<file path="src/svis_pkg.sv">
// Constants shared by the interrupt sequencer and its APB register slave.
// Assumes an 8-bit core register space mapped onto APB word addresses.
package svis_pkg;

  // Printed register addresses; not all multiples of four, so they are indices
  localparam logic [7:0] MODE_IDX     = 8'hDF; // system mode register
  localparam logic [7:0] PORT_CTL_IDX = 8'hE7; // port0 low control register
  localparam logic [7:0] PORT_PND_IDX = 8'hE8; // port0 pending register
  localparam logic [7:0] TMR_CTL_IDX  = 8'hD2; // timer0 control register
  localparam logic [7:0] PWM_CTL_IDX  = 8'hF3; // pulse width control register
  localparam logic [7:0] IRQ_STAT_IDX = 8'hC0; // sticky event status
  localparam logic [7:0] IRQ_CLR_IDX  = 8'hC1; // write-one clear of status
  localparam logic [7:0] IRQ_EN_IDX   = 8'hC2; // status interrupt enable
  localparam logic [7:0] SEQ_CTL_IDX  = 8'hC3; // core-side control strobes
  localparam logic [7:0] SEQ_STAT_IDX = 8'hC4; // sequencer state readback
  localparam logic [7:0] SEQ_SP_IDX   = 8'hC5; // stack pointer readback
  localparam logic [7:0] SEQ_PC_IDX   = 8'hC6; // last handler address

  // Field positions
  localparam int GIE_BIT     = 3; // global enable in system mode register
  localparam int T0_IE_BIT   = 1; // timer0 source enable
  localparam int T0_PND_BIT  = 0; // timer0 pending
  localparam int PWM_IE_BIT  = 3; // pwm overflow enable
  localparam int PWM_PND_BIT = 2; // pwm overflow pending
  localparam int P00_IE_BIT  = 0; // pin 0 enable in port control
  localparam int P01_IE_BIT  = 2; // pin 1 enable in port control
  localparam int NSRC        = 4; // number of sources

  // Source index in the pending vector
  localparam int SRC_PWM = 0;
  localparam int SRC_T0  = 1;
  localparam int SRC_P00 = 2;
  localparam int SRC_P01 = 3;

  // Reset values
  localparam logic [7:0] MODE_RST = 8'h00;
  localparam logic [7:0] REG_RST  = 8'h00;
  localparam logic [15:0] SP_RST  = 16'h00FF;
  localparam logic [15:0] PC_RST  = 16'h0100;

  // Vector bytes
  localparam logic [15:0] VEC_HI_ADDR = 16'h0000;
  localparam logic [15:0] VEC_LO_ADDR = 16'h0001;

  // Control strobe bits in the core-side control register
  localparam int CTL_EOI_BIT  = 0; // end of instruction boundary
  localparam int CTL_ION_BIT  = 1; // enable interrupt instruction
  localparam int CTL_IOFF_BIT = 2; // disable interrupt instruction
  localparam int CTL_RET_BIT  = 3; // interrupt return instruction

  // Status event bits
  localparam int EV_ACK_BIT   = 0; // request acknowledged
  localparam int EV_ENTRY_BIT = 1; // handler entered
  localparam int EV_RET_BIT   = 2; // return finished
  localparam int NEV          = 3;

  // Sequencer states, one-hot
  typedef enum logic [8:0] {
    ST_IDLE   = 9'h001,
    ST_PUSH_L = 9'h002,
    ST_PUSH_H = 9'h004,
    ST_PUSH_F = 9'h008,
    ST_VEC_H  = 9'h010,
    ST_VEC_L  = 9'h020,
    ST_POP_F  = 9'h040,
    ST_POP_H  = 9'h080,
    ST_POP_L  = 9'h100
  } svis_state_type;

endpackage : svis_pkg

</file>
<file path="src/svis_mem_if.sv">
// Memory bus between the sequencer and its stack and vector store.
// Assumes one byte access per cycle, answered combinationally.
`timescale 1ns/1ps
`default_nettype none
interface svis_mem_if;
  logic        wr;
  logic        rd;
  logic [15:0] addr;
  logic [7:0]  wdata;
  logic [7:0]  rdata;
  modport seq (output wr, output rd, output addr, output wdata,
               input rdata);
  modport mem (input wr, input rd, input addr, input wdata,
               output rdata);
endinterface : svis_mem_if
`default_nettype wire

</file>
<file path="src/svis_stack_mem.sv">
// Small byte store: stack area plus the two vector bytes.
// Assumes the sequencer issues at most one access per cycle.
`timescale 1ns/1ps
`default_nettype none
module svis_stack_mem (
  input  wire logic  pclk,
  input  wire logic  presetn,
  input  wire logic  clk_en,
  input  wire logic  [15:0] vec_addr,
  svis_mem_if.mem    mem
);
  logic [7:0] store_q [0:15];
  wire  [3:0] idx = mem.addr[3:0];

  // Vector bytes come from the configured handler address
  assign mem.rdata = !mem.rd ? 8'h00 :
                     (mem.addr == svis_pkg::VEC_HI_ADDR) ? vec_addr[15:8] :
                     (mem.addr == svis_pkg::VEC_LO_ADDR) ? vec_addr[7:0] :
                     store_q[idx];

  // Stack bytes written at the low four pointer bits; every address aliases into the store
  genvar g;
  generate
    for (g = 0; g < 16; g++) begin : g_byte
      always_ff @(posedge pclk or negedge presetn) begin
        if (!presetn)
          store_q[g] <= 8'h00;
        else if (clk_en && mem.wr && idx == 4'(g))
          store_q[g] <= mem.wdata;
      end
    end
  endgenerate
endmodule : svis_stack_mem
`default_nettype wire

</file>
<file path="src/svis_top.sv">
// Interrupt acceptance and entry/return sequencer with APB registers.
// Assumes core strobes arrive through the control register; sources are
// same-clock pulses except the two port pins, which are synchronised.
//
// The implementer's own choice: the APB interface to the registers.
`timescale 1ns/1ps
`default_nettype none
module svis_top (
  input  wire logic        pclk,
  input  wire logic        presetn,
  input  wire logic        clk_en,
  input  wire logic        psel,
  input  wire logic        penable,
  input  wire logic        pwrite,
  input  wire logic [11:0] paddr,
  input  wire logic [31:0] pwdata,
  output logic      [31:0] prdata,
  output logic             pready,
  output logic             pslverr,
  input  wire logic        pwm_ovf,
  input  wire logic        t0_match,
  input  wire logic [1:0]  port_pin,
  input  wire logic [15:0] pc_now,
  input  wire logic [7:0]  flags_now,
  input  wire logic [15:0] handler_addr,
  output logic             irq_ack,
  output logic             irq_busy,
  output logic [15:0]      pc_load,
  output logic             pc_load_vld,
  output logic [7:0]       flags_load,
  output logic             irq
);

  ////////////////////////////////////////////////////////////////////////
  // APB decode
  wire       acc    = psel && penable && clk_en;
  wire       wr_acc = acc && pwrite;
  wire [9:0] idx10  = paddr[11:2];
  wire       hit_mode = idx10 == {2'h0, svis_pkg::MODE_IDX};
  wire       hit_pcon = idx10 == {2'h0, svis_pkg::PORT_CTL_IDX};
  wire       hit_ppnd = idx10 == {2'h0, svis_pkg::PORT_PND_IDX};
  wire       hit_t0   = idx10 == {2'h0, svis_pkg::TMR_CTL_IDX};
  wire       hit_pwm  = idx10 == {2'h0, svis_pkg::PWM_CTL_IDX};
  wire       hit_st   = idx10 == {2'h0, svis_pkg::IRQ_STAT_IDX};
  wire       hit_clr  = idx10 == {2'h0, svis_pkg::IRQ_CLR_IDX};
  wire       hit_en   = idx10 == {2'h0, svis_pkg::IRQ_EN_IDX};
  wire       hit_ctl  = idx10 == {2'h0, svis_pkg::SEQ_CTL_IDX};
  wire       hit_sst  = idx10 == {2'h0, svis_pkg::SEQ_STAT_IDX};
  wire       hit_sp   = idx10 == {2'h0, svis_pkg::SEQ_SP_IDX};
  wire       hit_pc   = idx10 == {2'h0, svis_pkg::SEQ_PC_IDX};
  wire       mapped   = hit_mode | hit_pcon | hit_ppnd | hit_t0 | hit_pwm |
                        hit_st | hit_clr | hit_en | hit_ctl | hit_sst |
                        hit_sp | hit_pc;
  wire [7:0] wb = pwdata[7:0];

  // Zero wait states; unmapped addresses answer with an error
  assign pready  = 1'b1;
  assign pslverr = psel && penable && !mapped;

  ////////////////////////////////////////////////////////////////////////
  // Registers
  logic [7:0]  mode_q, pcon_q, tmr_ctl_q, pwm_ctl_q;
  logic [3:0]  pend_q;
  logic [2:0]  ev_q, ev_en_q;
  logic [15:0] sp_q, vec_q;
  logic [1:0]  pin_s1_q, pin_s2_q, pin_s3_q, pin_lvl_q;
  svis_pkg::svis_state_type st_q, st_d;
  logic [15:0] pc_save_q;
  logic [7:0]  fl_save_q;

  svis_mem_if mbus ();

  svis_stack_mem u_mem (
    .pclk     (pclk),
    .presetn  (presetn),
    .clk_en   (clk_en),
    .vec_addr (handler_addr),
    .mem      (mbus.mem)
  );

  // Core strobes written through the control register
  wire ctl_wr  = wr_acc && hit_ctl;
  wire eoi     = ctl_wr && wb[svis_pkg::CTL_EOI_BIT];
  wire ion_cmd  = ctl_wr && wb[svis_pkg::CTL_ION_BIT];
  wire ioff_cmd = ctl_wr && wb[svis_pkg::CTL_IOFF_BIT];
  wire ret_cmd = ctl_wr && wb[svis_pkg::CTL_RET_BIT];

  ////////////////////////////////////////////////////////////////////////
  // Source enables and pending, one flat vector
  wire [3:0] src_en = {pcon_q[svis_pkg::P01_IE_BIT],
                       pcon_q[svis_pkg::P00_IE_BIT],
                       tmr_ctl_q[svis_pkg::T0_IE_BIT],
                       pwm_ctl_q[svis_pkg::PWM_IE_BIT]};
  // Pin edges judged only on agreeing second and third stages
  wire [1:0] pin_rise = pin_s2_q & pin_s3_q & ~pin_lvl_q;
  wire [3:0] src_evt  = {pin_rise[1], pin_rise[0], t0_match, pwm_ovf};
  wire [3:0] pend_clr;
  assign pend_clr[svis_pkg::SRC_PWM] = wr_acc && hit_pwm &&
                                       !wb[svis_pkg::PWM_PND_BIT];
  assign pend_clr[svis_pkg::SRC_T0]  = wr_acc && hit_t0 &&
                                       !wb[svis_pkg::T0_PND_BIT];
  assign pend_clr[svis_pkg::SRC_P00] = wr_acc && hit_ppnd && !wb[0];
  assign pend_clr[svis_pkg::SRC_P01] = wr_acc && hit_ppnd && !wb[1];

  // Pending bits: event wins over a clear in the same cycle
  genvar s;
  generate
    for (s = 0; s < svis_pkg::NSRC; s++) begin : g_pend
      always_ff @(posedge pclk or negedge presetn) begin
        if (!presetn)
          pend_q[s] <= 1'b0;
        else if (clk_en)
          pend_q[s] <= src_evt[s] | (pend_q[s] & ~pend_clr[s]);
      end
    end
  endgenerate

  // Any enabled pending source; no ranking among them
  wire any_req = |(pend_q & src_en);
  wire gie     = mode_q[svis_pkg::GIE_BIT];
  wire accept  = eoi && gie && any_req &&
                 (st_q == svis_pkg::ST_IDLE);

  // Pin synchronisers
  always_ff @(posedge pclk or negedge presetn) begin
    if (!presetn) begin
      pin_s1_q  <= 2'h0;
      pin_s2_q  <= 2'h0;
      pin_s3_q  <= 2'h0;
      pin_lvl_q <= 2'h0;
    end else if (clk_en) begin
      pin_s1_q  <= port_pin;
      pin_s2_q  <= pin_s1_q;
      pin_s3_q  <= pin_s2_q;
      pin_lvl_q <= (pin_s2_q & pin_s3_q) | (pin_lvl_q & (pin_s2_q | pin_s3_q));
    end
  end

  ////////////////////////////////////////////////////////////////////////
  // Peripheral control registers (port, timer0, pwm); system mode register below
  always_ff @(posedge pclk or negedge presetn) begin
    if (!presetn) begin
      pcon_q    <= svis_pkg::REG_RST;
      tmr_ctl_q <= svis_pkg::REG_RST;
      pwm_ctl_q <= svis_pkg::REG_RST;
    end else if (wr_acc) begin
      if (hit_pcon) pcon_q <= wb;
      if (hit_t0)   tmr_ctl_q <= wb;
      if (hit_pwm)  pwm_ctl_q <= wb;
    end
  end

  // Global enable: entry clears, return and enable set, reset leaves zero
  always_ff @(posedge pclk or negedge presetn) begin
    if (!presetn)
      mode_q <= svis_pkg::MODE_RST;
    else if (clk_en) begin
      if (accept)
        mode_q[svis_pkg::GIE_BIT] <= 1'b0;
      else if (st_q == svis_pkg::ST_POP_L)
        mode_q[svis_pkg::GIE_BIT] <= 1'b1;
      else if (ion_cmd)
        mode_q[svis_pkg::GIE_BIT] <= 1'b1;
      else if (ioff_cmd)
        mode_q[svis_pkg::GIE_BIT] <= 1'b0;
      else if (wr_acc && hit_mode)
        mode_q <= {4'h0, wb[3:0]};
    end
  end

  ////////////////////////////////////////////////////////////////////////
  // Entry and return sequence
  always_comb begin
    st_d = st_q;
    case (st_q)
      svis_pkg::ST_IDLE:   begin
        if (accept)       st_d = svis_pkg::ST_PUSH_L;
        else if (ret_cmd) st_d = svis_pkg::ST_POP_F;
      end
      svis_pkg::ST_PUSH_L: st_d = svis_pkg::ST_PUSH_H;
      svis_pkg::ST_PUSH_H: st_d = svis_pkg::ST_PUSH_F;
      svis_pkg::ST_PUSH_F: st_d = svis_pkg::ST_VEC_H;
      svis_pkg::ST_VEC_H:  st_d = svis_pkg::ST_VEC_L;
      svis_pkg::ST_VEC_L:  st_d = svis_pkg::ST_IDLE;
      svis_pkg::ST_POP_F:  st_d = svis_pkg::ST_POP_H;
      svis_pkg::ST_POP_H:  st_d = svis_pkg::ST_POP_L;
      svis_pkg::ST_POP_L:  st_d = svis_pkg::ST_IDLE;
      default:             st_d = svis_pkg::ST_IDLE;
    endcase
  end

  // Stack memory traffic per state
  wire push = st_q == svis_pkg::ST_PUSH_L || st_q == svis_pkg::ST_PUSH_H ||
              st_q == svis_pkg::ST_PUSH_F;
  wire pop  = st_q == svis_pkg::ST_POP_F || st_q == svis_pkg::ST_POP_H ||
              st_q == svis_pkg::ST_POP_L;
  assign mbus.wr    = push && clk_en;
  assign mbus.rd    = pop || st_q == svis_pkg::ST_VEC_H ||
                      st_q == svis_pkg::ST_VEC_L;
  assign mbus.wdata = (st_q == svis_pkg::ST_PUSH_L) ? pc_save_q[7:0] :
                      (st_q == svis_pkg::ST_PUSH_H) ? pc_save_q[15:8] :
                      fl_save_q;
  assign mbus.addr  = (st_q == svis_pkg::ST_VEC_H) ? svis_pkg::VEC_HI_ADDR :
                      (st_q == svis_pkg::ST_VEC_L) ? svis_pkg::VEC_LO_ADDR :
                      push ? sp_q : sp_q + 16'h0001;

  always_ff @(posedge pclk or negedge presetn) begin
    if (!presetn) begin
      st_q        <= svis_pkg::ST_IDLE;
      sp_q        <= svis_pkg::SP_RST;
      vec_q       <= svis_pkg::PC_RST;
      pc_save_q   <= 16'h0000;
      fl_save_q   <= 8'h00;
      irq_ack     <= 1'b0;
      pc_load     <= 16'h0000;
      pc_load_vld <= 1'b0;
      flags_load  <= 8'h00;
    end else if (clk_en) begin
      st_q        <= st_d;
      irq_ack     <= accept;
      pc_load_vld <= 1'b0;
      if (accept) begin
        pc_save_q <= pc_now;
        fl_save_q <= flags_now;
      end
      if (push) sp_q <= sp_q - 16'h0001;
      if (pop)  sp_q <= sp_q + 16'h0001;
      case (st_q)
        svis_pkg::ST_VEC_H: vec_q[15:8] <= mbus.rdata;
        svis_pkg::ST_VEC_L: begin
          vec_q[7:0]  <= mbus.rdata;
          pc_load     <= {vec_q[15:8], mbus.rdata};
          pc_load_vld <= 1'b1;
        end
        svis_pkg::ST_POP_F: flags_load <= mbus.rdata;
        svis_pkg::ST_POP_H: pc_load[15:8] <= mbus.rdata;
        svis_pkg::ST_POP_L: begin
          pc_load[7:0] <= mbus.rdata;
          pc_load_vld  <= 1'b1;
        end
        default: ;
      endcase
    end
  end

  assign irq_busy = st_q != svis_pkg::ST_IDLE;

  ////////////////////////////////////////////////////////////////////////
  // Sticky status, write-one clear, enable; set wins over clear
  wire [2:0] ev_set = {st_q == svis_pkg::ST_POP_L,
                       st_q == svis_pkg::ST_VEC_L, accept};
  wire [2:0] ev_clr = (wr_acc && hit_clr) ? wb[2:0] : 3'h0;
  always_ff @(posedge pclk or negedge presetn) begin
    if (!presetn) begin
      ev_q    <= 3'h0;
      ev_en_q <= 3'h0;
    end else if (clk_en) begin
      ev_q <= ev_set | (ev_q & ~ev_clr);
      if (wr_acc && hit_en) ev_en_q <= wb[2:0];
    end
  end
  assign irq = |(ev_q & ev_en_q);

  ////////////////////////////////////////////////////////////////////////
  // Read mux
  wire [7:0] pnd_byte = {6'h00, pend_q[svis_pkg::SRC_P01],
                         pend_q[svis_pkg::SRC_P00]};
  wire [7:0] t0_rd  = {tmr_ctl_q[7:1], pend_q[svis_pkg::SRC_T0]};
  wire [7:0] pwm_rd = {pwm_ctl_q[7:3], pend_q[svis_pkg::SRC_PWM],
                       pwm_ctl_q[1:0]};
  wire [15:0] rd16 = hit_mode ? {8'h00, mode_q} :
                     hit_pcon ? {8'h00, pcon_q} :
                     hit_ppnd ? {8'h00, pnd_byte} :
                     hit_t0   ? {8'h00, t0_rd} :
                     hit_pwm  ? {8'h00, pwm_rd} :
                     hit_st   ? {13'h0000, ev_q} :
                     hit_en   ? {13'h0000, ev_en_q} :
                     hit_sst  ? {7'h00, st_q} :
                     hit_sp   ? sp_q :
                     hit_pc   ? vec_q : 16'h0000;
  assign prdata = {16'h0000, rd16};

  ////////////////////////////////////////////////////////////////////////
  // Checks
  property p_entry_clears_gie;
    @(posedge pclk) disable iff (!presetn)
      (accept) |=> !mode_q[svis_pkg::GIE_BIT];
  endproperty
  a_entry_clears_gie: assert property (p_entry_clears_gie)
    else $error("global enable not cleared on entry");

  property p_accept_cond;
    @(posedge pclk) disable iff (!presetn)
      (clk_en && !(eoi && gie && any_req)) |=> !irq_ack;
  endproperty
  a_accept_cond: assert property (p_accept_cond)
    else $error("request accepted without enables");

  property p_ack_pulse;
    @(posedge pclk) disable iff (!presetn)
      (accept && clk_en) |=> irq_ack ##1 (st_q == svis_pkg::ST_PUSH_H);
  endproperty
  a_ack_pulse: assert property (p_ack_pulse)
    else $error("acknowledge missing at entry");

  property p_push_order;
    @(posedge pclk) disable iff (!presetn)
      (st_q == svis_pkg::ST_PUSH_L && clk_en) |->
        mbus.wdata == pc_save_q[7:0];
  endproperty
  a_push_order: assert property (p_push_order)
    else $error("first pushed byte is not pc low");

  property p_vec_addr;
    @(posedge pclk) disable iff (!presetn)
      (st_q == svis_pkg::ST_VEC_H) |-> mbus.addr == 16'h0000;
  endproperty
  a_vec_addr: assert property (p_vec_addr)
    else $error("vector high byte not from zero");

  property p_ret_sets_gie;
    @(posedge pclk) disable iff (!presetn)
      (st_q == svis_pkg::ST_POP_L && clk_en) |=> gie;
  endproperty
  a_ret_sets_gie: assert property (p_ret_sets_gie)
    else $error("return did not set global enable");

  property p_pend_hold;
    @(posedge pclk) disable iff (!presetn)
      (clk_en && pend_q[svis_pkg::SRC_T0] &&
       !pend_clr[svis_pkg::SRC_T0]) |=> pend_q[svis_pkg::SRC_T0];
  endproperty
  a_pend_hold: assert property (p_pend_hold)
    else $error("pending bit dropped without clear");

  property p_no_accept_busy;
    @(posedge pclk) disable iff (!presetn)
      (irq_busy && eoi) |=> !irq_ack;
  endproperty
  a_no_accept_busy: assert property (p_no_accept_busy)
    else $error("request accepted during sequence");

endmodule : svis_top
`default_nettype wire
</file>
<file path="config.mk">
export PLATFORM = sky130hd
export DESIGN_NAME = svis_top
export DESIGN_NICKNAME = d
export VERILOG_FILES = /design/src/svis_pkg.sv /design/src/svis_mem_if.sv /design/src/svis_stack_mem.sv /design/src/svis_top.sv
export SDC_FILE = /design/constraint.sdc
export NUM_CORES = 1
export LEC_CHECK = 0
export ABC_AREA = 1
export BUFFER_PORTS_ARGS = -buffer_cell sky130_fd_sc_hd__buf_2
export CAP_MARGIN = 15
export CELL_PAD_IN_SITES_DETAIL_PLACEMENT = 0
export CELL_PAD_IN_SITES_GLOBAL_PLACEMENT = 1
export CORE_UTILIZATION = 39
export DETAILED_ROUTE_END_ITERATION = 10
export GPL_TIMING_DRIVEN = 1
export PLACE_DENSITY = 0.8
export SETUP_SLACK_MARGIN = 0.1
export SYNTH_ARGS = -nofsm -noshare
export SYNTH_HDL_FRONTEND = slang
export SYNTH_HIERARCHICAL = 1
export SYNTH_SLANG_ARGS = --single-unit
</file>
<file path="constraint.sdc">
create_clock -name pclk -period 2.6 [get_ports pclk]
set_clock_uncertainty 0.05 [all_clocks]
set_input_delay 0.39 -clock pclk [delete_from_list [all_inputs] [get_ports pclk]]
set_output_delay 0.39 -clock pclk [all_outputs]
set_load 0.02 [all_outputs]
</file>
==> out/results.ini, run 1 <==
[synthesis]
yosys_warnings = 6
ys.flop_type = dfrtp_1
ys_ff_latch = 263
synth_cells = 1877
synth_edf_count = 0
syn-mean-instance-area_sq_um = 7.46
yosys.area.top_type = dfrtp_1
yosys-top-cells-area = dfrtp_1, nand2_1, o21ai_0
synthTopCellsByCount = nand2_1, o21ai_0, dfrtp_1, inv_1, nand3_1
yosysUniqueCellTypes = 40
synth_top_area_frac = 0.452
synthArstFlopShare = 1.00
seq_area_frac_synth = 0.471
yosysMostFrequentCell = nand2_1
synthesis.area_sq_um = 14000

[power_and_ir_drop]
p_leak_uw = 0.00921
total_power_uw = 12900
p_comb_frac = 0.326
seq_power_share = 0.356
power.internal_uw = 8410
clkPwrFrac = 0.318
powerDensity_nw_per_um2 = 688
power.switching_uw = 4470
ir_drop_v = 0.000576
sw_frac_of_total = 0.347

[global_route]
grt.total_usage = 0.261
grt.overflow.total = 0
grt_antenna_before_repair = 0
grt_max_degree = 63
first_global_vias = 13400
grt_pass1_wl_mm = 74.2

[worst_setup_path]
cp-end-kind = flip-flop
cp.required_ns = 3.05
crit_arrival_ns = 3.55
critPathLaunchType = flip-flop
critPathMaxFanout = 15
path_class = reg2reg

[placement]
pre_cts_ws_ns = -0.635
dp_hpwl_mm = 32.0
portBuffers = 112
place.gp.congestion = 0.939

[floorplanning]
core_sq_um = 35400
die_w_um = 191
start_util = 0.395
dieArea_sq_um = 36600
die_y_um = 191
row_count = 69
num_io_pins = 156

[cts]
ctsRootBufferMaster = clkbuf_16
cts_made_buffers = 30
numClockSinks = 263
clk_latency_ns = 0.59
cts_tree = done
cts.path.max_buffers = 3
clk_pin_slew_ns = 0.06
h-tree-depth = 1

[layout]
finalNetCount = 2275
area_growth_pct = 33.6
drive_gt1_frac = 0.260
diodes = 0

[timing]
finalWorstSetupSlack_ns = -0.506
period_needed_ns = 3.11
fmax_mhz = 322
tightest_slew_ns = 0.779
setup_viol = 192
rsz0062_at_grt = true
slew_headroom = 0.479
holdWs_ns = 0.0239
period_share = 1.19
slew_violations = 0
hold_violations = 0

[outcome]
status = finished, violations left
violations = negative setup slack

[run]
cap_violations = 0

[routing]
wl_mm = 47.6
wl_per_cell_um = 17.9
drtAntennaViolNets = 0
drt_iter0_markers = 1125
dr.pass1.iters = 5
viasPerCell = 5.18
drc = 0
routed-via-count = 13800

[hold_path]
hp-class = in2reg

## registers in the layout (all words and copies together) (netlist names), 3 cells and up
name and cells:
u_mem/store_q 128, pc_load 16, pc_save_q 16, sp_q 16
vec_q 16, st_q 9, fl_save_q 8, flags_load 8
pcon_q 8, pwm_ctl_q 7, tmr_ctl_q 7, mode_q 4
pend_q 4, ev_en_q 3, ev_q 3
## cell type report
class | instances | area (sq um)
multi-input combinational | 1393 | 7040
sequential | 263 | 6590
inverter | 135 | 542
clock inverter | 8 | 98.8
timing repair buffer | 355 | 3010
fill | 3313 | 16700
clock buffer | 43 | 830
tap | 461 | 577
timing repair inverter | 1 | 7.51
## placed cells by master, fill, tap and decap left out, types with 6 or more instances in the layout
cell | Yosys | layout
a21oi_1 | 50 | 37
a21oi_2 | 0 | 7
a21oi_4 | 1 | 7
a31oi_1 | 10 | 9
buf_12 | 0 | 21
buf_2 | 23 | 112
buf_4 | 22 | 151
buf_6 | 4 | 33
buf_8 | 0 | 6
clkbuf_1 | 49 | 10
clkbuf_16 | 0 | 31
conb_1 | 2 | 17
dfrtp_1 | 253 | 253
dfstp_2 | 10 | 10
dlygate4sd3_1 | 0 | 26
inv_1 | 123 | 106
inv_2 | 10 | 19
mux2_2 | 8 | 8
mux2_4 | 16 | 16
nand2_1 | 698 | 666
nand2_2 | 7 | 32
nand2_4 | 0 | 8
nand3_1 | 112 | 104
nand3_2 | 0 | 6
nand4_1 | 21 | 21
nor2_1 | 91 | 81
nor2_2 | 6 | 8
nor2_4 | 3 | 11
nor3_1 | 18 | 16
o21ai_0 | 259 | 161
o21ai_1 | 29 | 87
o21ai_2 | 2 | 35
o21ai_4 | 0 | 7
xor2_1 | 22 | 20
## metal layers
layer  part of all wire  track usage  vias up
met5                  0            0        -
met4              0.038        0.102        0
met3              0.053       0.0362      104
met2               0.48        0.431      432
met1               0.43        0.346     6590
li1                   -            -     6658
## power by group through the flow
| stage | Sequential [uW] | Combinational, uW | Clock [uW] |
|---|---|---|---|
| final | 4580 | 4200 | 4090 |
| after global routing | 4600 | 4520 | 4340 |
| after detailed placement | 4630 | 3410 | 0 |
| after global placement | 4640 | 3390 | 0 |
| after CTS | 4570 | 4080 | 4170 |
| after floorplan | 4610 | 1830 | 0 |
## cells by family (layout without fill, tap and decap cells)
group,after synthesis,count (layout),synth area share
AOI/OAI and AO/OA,356,356,0.130
xor gates and xnor gates,22,22,0.0138
adders and majority gates,2,2,0.00179
buffers and inverters,237,542,0.0737
DFF,263,263,0.471
muxes,24,24,0.0236
other,2,17,0.000537
and+or+nand+nor,971,972,0.285
## through the flow
stage / TNS (ns) / utilization / cell area, sq um / instances
6_report: -46.72 / 0.528 / 18700 / 2659
3_5_place_dp: -56.48 / 0.459 / 16300 / 2531
2_1_floorplan: -0.972 / - / 14200 / 1892
5_1_grt: -69.98 / 0.528 / 18700 / 2659
4_1_cts: -33.72 / 0.516 / 18300 / 2647
3_3_place_gp: -48.19 / 0.459 / 16300 / 2531
## repair_timing
| action | CTS | global route |
|---|---|---|
| gates resized for setup | 173 | 113 |
| endpoints found under the setup margin | 171 | 208 |
| gates cloned | 13 | 1 |
| pin swaps | 36 | 55 |
| hold buffers | 26 | 0 |
| endpoints found under the hold margin | 76 | 0 |
| setup buffers | 26 | 11 |
## worst max-delay path, cell delays in order, from the launching register on
cell and delay [ns]:
dfrtp_1 0.40, nor2_2 0.16, inv_2 0.07, nor2_4 0.12
nand2_2 0.08, a31oi_4 0.29, o21ai_2 0.09, a21oi_2 0.16
nor2_4 0.05, buf_12 0.14, inv_6 0.12, buf_12 0.16
nand2_1 0.06, nand2_1 0.05, nand2_1 0.06, nand2_1 0.13
nand2_1 0.07, nand3_1 0.13, o21ai_2 0.10, a21oi_4 0.23
nand2_1 0.08, a31oi_1 0.20
## path summary, 6_finish.rpt
check	from	end	slack (ns)	cells after the start
worst max-delay path	st_q[4]$_DFFE_PN0P_	pc_load[13]$_DFFE_PN0P_	-0.51	21
worst min-delay path	pc_now[0]	pc_save_q[0]$_DFFE_PN0P_	0.02	2
worst max register to register	st_q[4]$_DFFE_PN0P_	pc_load[13]$_DFFE_PN0P_	-0.51	21
worst min register to register	pin_lvl_q[0]$_DFFE_PN0P_	pend_q[2]$_DFFE_PN0P_	0.40	1
max in group asynchronous	presetn	st_q[0]$_DFFE_PN1P_	1.40	3
min in group asynchronous	presetn	tmr_ctl_q[4]$_DFFE_PN0P_	0.29	2
Power figures use the tool's default switching activity.
==> run 2, diff against run 1 <==
--- a/config.mk
+++ b/config.mk
@@ -15,6 +15,7 @@
 export GPL_TIMING_DRIVEN = 1
 export PLACE_DENSITY = 0.8
 export SETUP_SLACK_MARGIN = 0.1
+export SLEW_MARGIN = 20
 export SYNTH_ARGS = -nofsm -noshare
 export SYNTH_HDL_FRONTEND = slang
 export SYNTH_HIERARCHICAL = 1
==> constraint.sdc (replaced) <==
create_clock -name pclk -period 2.6 [get_ports pclk]
set_clock_uncertainty 0.05 [all_clocks]
set_input_delay 0.39 -clock pclk [delete_from_list [all_inputs] [get_ports pclk]]
set_output_delay 0.39 -clock pclk [all_outputs]
set_load 0.1 [all_outputs]
==> out/results.ini, run 2 (same netlist as run 1, synthesis figures left out) <==
[outcome]
status = finished, violations left  ; unchanged
violations = negative setup slack  ; unchanged

[layout]
final_cells = 2671  ; was 2659
finalNetCount = 2284  ; was 2275
largest_reg_flops = 128  ; unchanged
final_cell_mix = nand2_1, dfrtp_1, o21ai_0  ; unchanged
top_register = u_mem/store_q  ; unchanged
final_common_cell = nand2_1  ; unchanged
finalInstanceArea_sq_um = 19400  ; was 18700 sq um
drive_gt1_frac = 0.291  ; was 0.260
area_growth_pct = 38.8  ; was 33.6%
num-fill-cells = 3323  ; was 3313
diodes = 0  ; unchanged

[routing]
routed-via-count = 13700  ; was 13800
viasPerCell = 5.13  ; was 5.18
wl_per_cell_um = 17.5  ; was 17.9 um
wl_mm = 46.7  ; was 47.6 mm
drt_iter0_markers = 1005  ; was 1125
drc = 0  ; unchanged
drtAntennaViolNets = 0  ; unchanged
dr.pass1.iters = 5  ; unchanged

[timing]
holdWs_ns = 0.0239  ; about the same
finalWorstSetupSlack_ns = -0.360  ; was -0.506 ns
slew_headroom = 0.409  ; was 0.479
period_needed_ns = 2.96  ; was 3.11 ns
fmax_mhz = 338  ; was 322 MHz
slew_violations = 0  ; unchanged
period_share = 1.14  ; was 1.19
setup_viol = 148  ; was 192
tightest_slew_ns = 0.884  ; was 0.779 ns
hold_violations = 0  ; unchanged
rsz0062_at_grt = true  ; unchanged

[cts]
ctsRootBufferMaster = clkbuf_16  ; unchanged
numClockSinks = 263  ; unchanged
cts_made_buffers = 30  ; unchanged
clk_latency_ns = 0.59  ; about the same
h-tree-depth = 1  ; unchanged
clk_pin_slew_ns = 0.06  ; about the same
cts_tree = done  ; unchanged
cts.path.max_buffers = 3  ; unchanged

[power_and_ir_drop]
ir_drop_v = 0.000934  ; was 0.000576 V
power.internal_uw = 8810  ; was 8410 uW
power.switching_uw = 5090  ; was 4470 uW
p_comb_frac = 0.354  ; was 0.326
powerDensity_nw_per_um2 = 716  ; was 688 nW/um^2
clkPwrFrac = 0.316  ; was 0.318
sw_frac_of_total = 0.366  ; was 0.347
total_power_uw = 13900  ; was 12900 uW
p_leak_uw = 0.00946  ; was 0.00921 uW
seq_power_share = 0.330  ; was 0.356

[floorplanning]
core_sq_um = 35400  ; unchanged
row_count = 69  ; unchanged
num_io_pins = 156  ; unchanged
start_util = 0.395  ; unchanged
die_w_um = 191  ; unchanged
dieArea_sq_um = 36600  ; unchanged
die_y_um = 191  ; unchanged

[hold_path]
whs_path_depth = 2  ; unchanged
hp-class = in2reg  ; unchanged

[placement]
dp_hpwl_mm = 32.7  ; was 32.0 mm
pre_cts_ws_ns = -0.579  ; was -0.635 ns
place.gp.congestion = 0.908  ; was 0.939
portBuffers = 112  ; unchanged
dp.cells = 2544  ; was 2531
place_area_sq_um = 16800  ; was 16300 sq um

[global_route]
grt.total_usage = 0.254  ; was 0.261
grt.overflow.total = 0  ; unchanged
grt_pass1_wl_mm = 72.3  ; was 74.2 mm
grt_max_degree = 80  ; was 63
first_global_vias = 13200  ; was 13400
grt_antenna_before_repair = 0  ; unchanged

[worst_setup_path]
path_class = reg2reg  ; unchanged
critPathLaunch = st_q[4]$_DFFE_PN0P_  ; unchanged
r2r-end = pc_load[15]$_DFFE_PN0P_  ; was pc_load[13]$_DFFE_PN0P_
endpoint = pc_load[15]$_DFFE_PN0P_  ; was pc_load[13]$_DFFE_PN0P_
cp-end-kind = flip-flop  ; unchanged
worstReg2RegStart = st_q[4]$_DFFE_PN0P_  ; unchanged
critPathMaxFanout = 8  ; was 15
cp_slowest_cell = dfrtp_1  ; unchanged
crit_path_cell_trace = nor2_2 -> inv_2 -> nor2_4 -> nand2_2 -> a31oi_4 -> buf_6 -> inv_8 -> buf_6 -> o21ai_2 -> nor2_2 -> nor2_2 -> nand3_2 -> nor2_4 -> buf_6 -> nand2_8 -> inv_8 -> nand2_4 -> a21oi_4 -> nand2_1 -> a31oi_1  ; was nor2_2 -> inv_2 -> nor2_4 -> nand2_2 -> a31oi_4 -> o21ai_2 -> a21oi_2 -> nor2_4 -> buf_12 -> inv_6 -> buf_12 -> nand2_1 -> nand2_1 -> nand2_1 -> nand2_1 -> nand2_1 -> nand3_1 -> o21ai_2 -> a21oi_4 -> nand2_1 -> a31oi_1
rr_worst_depth = 20  ; was 21
slowest_delay_ns = 0.39  ; was 0.40 ns
crit_arrival_ns = 3.41  ; was 3.55 ns
critPathLaunchType = flip-flop  ; unchanged
cp.required_ns = 3.05  ; about the same
reg2reg_slack_ns = -0.36  ; was -0.51 ns

[run]
cap_violations = 0  ; unchanged

## run 2: cell types whose count changed in the layout (fill, tap and decap cells not counted), sizes merged
cell,change
bufinv,+1
inv,+1
clkinvlp,-1
dlygate4sd3,+2
buf,+12
bufbuf,-3
## run 2: power groups by stage
stage | registers, uW | logic [uW] | clock network (uW)
after global routing | 4610 | 5250 | 4660
after detailed placement | 4630 | 4020 | 0
after global placement | 4630 | 4000 | 0
after CTS | 4570 | 4540 | 4480
after floorplan | 5000 | 2000 | 0
final | 4590 | 4920 | 4390
## run 2: repair_timing
action | 4_1_cts | 5_1_grt
endpoints found under the hold margin | 94 | 1
endpoints found under the setup margin | 175 | 183
cloned | 5 | 7
pin swaps | 24 | 27
gates resized for setup | 103 | 213
hold buffers | 27 | 1
setup buffers | 14 | 20
## run 2: final cells by class
class	instances	area, sq um	area share
Multi-Input combinational cell	1393	7320	0.377
Inverter	135	547	0.0282
Clock buffer	44	903	0.0465
Clock inverter	10	135	0.00696
Tap cell	461	577	0.0297
Sequential cell	263	6590	0.340
Timing Repair Buffer	365	3340	0.172
## run 2: per-layer routing
metal,vias up,share of wire,global-route usage
li1,6684,-,-
met2,361,0.49,0.427
met3,65,0.054,0.0347
met4,0,0.023,0.0641
met1,6598,0.43,0.344
met5,-,0,0
## run 2: critical path, delay by kind of cell (launching register included)
| kind | cells | cell delay (ns) |
|---|---|---|
| compound gates | 4 | 0.78 |
| buf+inv | 6 | 0.62 |
| flops | 1 | 0.39 |
| simple gates | 10 | 1.03 |
## run 2: worst min-delay path by stage
stage / start / endpoint / slack [ns]
after floorplan: presetn / ev_en_q[0]$_DFFE_PN0P_ / 0.04
after global placement: presetn / tmr_ctl_q[7]$_DFFE_PN0P_ / 0.38
after detailed placement: presetn / tmr_ctl_q[7]$_DFFE_PN0P_ / 0.39
after CTS: flags_now[0] / fl_save_q[0]$_DFFE_PN0P_ / 0.001
after global routing: pc_now[0] / pc_save_q[0]$_DFFE_PN0P_ / 0.006
final: pc_now[0] / pc_save_q[0]$_DFFE_PN0P_ / 0.02
## run 2: per-stage QoR
stage	util	TNS, ns
final	0.549	-26.80
after global routing	0.549	-49.54
after CTS	0.526	-24.52
after detailed placement	0.473	-40.52
after global placement	0.473	-37.18
after floorplan	-	-0.722
==> run 3, diff against run 2 <==
--- a/config.mk
+++ b/config.mk
@@ -14,6 +14,7 @@
 export DETAILED_ROUTE_END_ITERATION = 10
 export GPL_TIMING_DRIVEN = 1
 export PLACE_DENSITY = 0.8
+export RECOVER_POWER = 50
 export SETUP_SLACK_MARGIN = 0.1
 export SLEW_MARGIN = 20
 export SYNTH_ARGS = -nofsm -noshare
==> out/results.ini, run 3 (same netlist as run 1, synthesis figures left out) <==
[layout]
finalNetCount = 2284  ; unchanged
final_core_util = 0.548  ; was 0.549
num-fill-cells = 3328  ; was 3323
diodes = 0  ; unchanged
final_cell_mix = nand2_1, dfrtp_1, o21ai_0  ; unchanged
ff_latch_area_sq_um = 6590  ; unchanged
multi_input_area_sq_um = 7320  ; unchanged
final_common_cell = nand2_1  ; unchanged
drive_gt1_frac = 0.290  ; was 0.291
area_growth_pct = 38.5  ; was 38.8%
top_register = u_mem/store_q  ; unchanged
finalInstanceArea_sq_um = 19400  ; about the same
largest_reg_flops = 128  ; unchanged

[placement]
dp_hpwl_mm = 32.7  ; unchanged
place.gp.congestion = 0.908  ; unchanged
place_area_sq_um = 16800  ; unchanged
portBuffers = 112  ; unchanged

[hold_path]
hp-class = in2reg  ; unchanged

[timing]
period_needed_ns = 2.95  ; was 2.96 ns
finalWorstSetupSlack_ns = -0.353  ; was -0.360 ns
holdWs_ns = 0.0264  ; was 0.0239 ns
period_share = 1.14  ; about the same
setup_viol = 148  ; unchanged
slew_headroom = -0.472  ; was 0.409
slew_violations = 79  ; was 0
rsz0062_at_grt = true  ; unchanged
hold_violations = 0  ; unchanged
timing.setup.tns_ns = -26.46  ; was -26.80 ns
tightest_slew_ns = 2.21  ; was 0.884 ns
fmax_mhz = 339  ; was 338 MHz

[outcome]
violations = max-capacitance violations, max-slew violations, negative setup slack  ; was negative setup slack
status = finished, violations left  ; unchanged

[cts]
clk_pin_slew_ns = 0.06  ; about the same
h-tree-depth = 1  ; unchanged
cts.path.max_buffers = 3  ; unchanged
cts_made_buffers = 30  ; unchanged
clk_latency_ns = 0.58  ; was 0.59 ns
ctsRootBufferMaster = clkbuf_16  ; unchanged
numClockSinks = 263  ; unchanged
cts_tree = done  ; unchanged

[floorplanning]
die_w_um = 191  ; unchanged
core_sq_um = 35400  ; unchanged
die_y_um = 191  ; unchanged
num_io_pins = 156  ; unchanged
start_util = 0.395  ; unchanged
row_count = 69  ; unchanged
dieArea_sq_um = 36600  ; unchanged

[routing]
wl_mm = 46.7  ; about the same
drtAntennaViolNets = 0  ; unchanged
routed-via-count = 13700  ; about the same
drt_iter0_markers = 897  ; was 1005
wl_per_cell_um = 17.5  ; about the same
dr.pass1.iters = 8  ; was 5
viasPerCell = 5.12  ; was 5.13
drc = 0  ; unchanged

[power_and_ir_drop]
powerDensity_nw_per_um2 = 716  ; about the same
p_leak_uw = 0.00945  ; was 0.00946 uW
ir_drop_v = 0.000934  ; about the same

[worst_setup_path]
cp.required_ns = 2.98  ; was 3.05 ns
critPathMaxFanout = 8  ; unchanged
slowest_delay_ns = 0.39  ; about the same
crit_path_cell_trace = nor2_2 -> inv_2 -> nor2_4 -> nand2_2 -> a31oi_4 -> buf_6 -> inv_8 -> buf_6 -> o21ai_2 -> nor2_2 -> nor2_2 -> nand3_2 -> nor2_4 -> buf_6 -> nand4_1 -> nand2_1 -> inv_1 -> o21ai_2 -> a21oi_4 -> inv_4 -> o21ai_2  ; was nor2_2 -> inv_2 -> nor2_4 -> nand2_2 -> a31oi_4 -> buf_6 -> inv_8 -> buf_6 -> o21ai_2 -> nor2_2 -> nor2_2 -> nand3_2 -> nor2_4 -> buf_6 -> nand2_8 -> inv_8 -> nand2_4 -> a21oi_4 -> nand2_1 -> a31oi_1
critPathLaunchType = flip-flop  ; unchanged
crit_arrival_ns = 3.34  ; was 3.41 ns
cp_slowest_cell = dfrtp_1  ; unchanged
path_class = reg2reg  ; unchanged
cp-end-kind = flip-flop  ; unchanged

[global_route]
grt_pass1_wl_mm = 72.3  ; unchanged
grt.overflow.total = 0  ; unchanged
grt.total_usage = 0.254  ; unchanged
grt_max_degree = 80  ; unchanged
grt_antenna_before_repair = 0  ; unchanged
first_global_vias = 13200  ; unchanged

[run]
cap_violations = 1  ; was 0

[run 3: changes by cell type in the layout (fill, tap and decap cells not counted), sizes merged]
cell,previous run,this run
buf,337,331
clkbuf,44,50
[run 3: final cells by class]
class                           count  area share
Clock buffer                       44      0.0466
Clock inverter                     10     0.00697
Inverter                          135      0.0282
Multi-Input combinational cell   1393       0.378
Sequential cell                   263       0.340
Tap cell                          461      0.0298
Timing Repair Buffer              365       0.171
[run 3: per-layer routing]
layer | global-route usage | wire (um) | vias up
li1 | - | - | 6674
met4 | 0.0641 | 1060 | 0
met5 | 0 | 0 | -
met3 | 0.0347 | 2480 | 65
met2 | 0.427 | 22700 | 333
met1 | 0.344 | 20500 | 6596
[run 3: stage by stage]
step | power, uW | instances | worst slack (ns)
3_3_place_gp | 8640 | 2544 | -0.552
3_5_place_dp | 8660 | 2544 | -0.579
4_1_cts | 13600 | 2644 | -0.327
2_1_floorplan | 6990 | 1892 | -0.0692
6_report | 13900 | 2671 | -0.353
5_1_grt | 14500 | 2671 | -0.541
[run 3: critical path, delay by kind of cell (launching register included)]
kind / cells / cell delay (ns)
simple gates: 9 / 1.03
buf+inv: 7 / 0.68
compound gates: 5 / 0.66
flops: 1 / 0.39
[run 3: where the power goes]
group	total (uW)	switching (uW)	internal (uW)
clock network	4380	1780	2600
registers	4590	243	4340
logic	4920	3060	1860
[run 3: what timing repair did]
action	4_1_cts	5_1_grt
setup endpoints to repair	175	183
buffers inserted	14	20
hold buffers	27	1
endpoints found under the hold margin	94	1
resized for setup	103	213
gates cloned	5	7
pin swaps	24	27
[run 3: worst paths after layout]
path,start,to,slack [ns],depth (start not counted)
setup / recovery,st_q[4]$_DFFE_PN0P_,flags_load[7]$_DFFE_PN0P_,-0.35,21
setup reg to reg,st_q[4]$_DFFE_PN0P_,flags_load[7]$_DFFE_PN0P_,-0.35,21
hold reg to reg,pin_lvl_q[1]$_DFFE_PN0P_,pend_q[3]$_DFFE_PN0P_,0.40,1
hold / removal,pc_now[0],pc_save_q[0]$_DFFE_PN0P_,0.03,2
min in group asynchronous,presetn,tmr_ctl_q[7]$_DFFE_PN0P_,0.88,2
max in group asynchronous,presetn,u_mem/store_q[17]$_DFFE_PN0P_,0.20,3
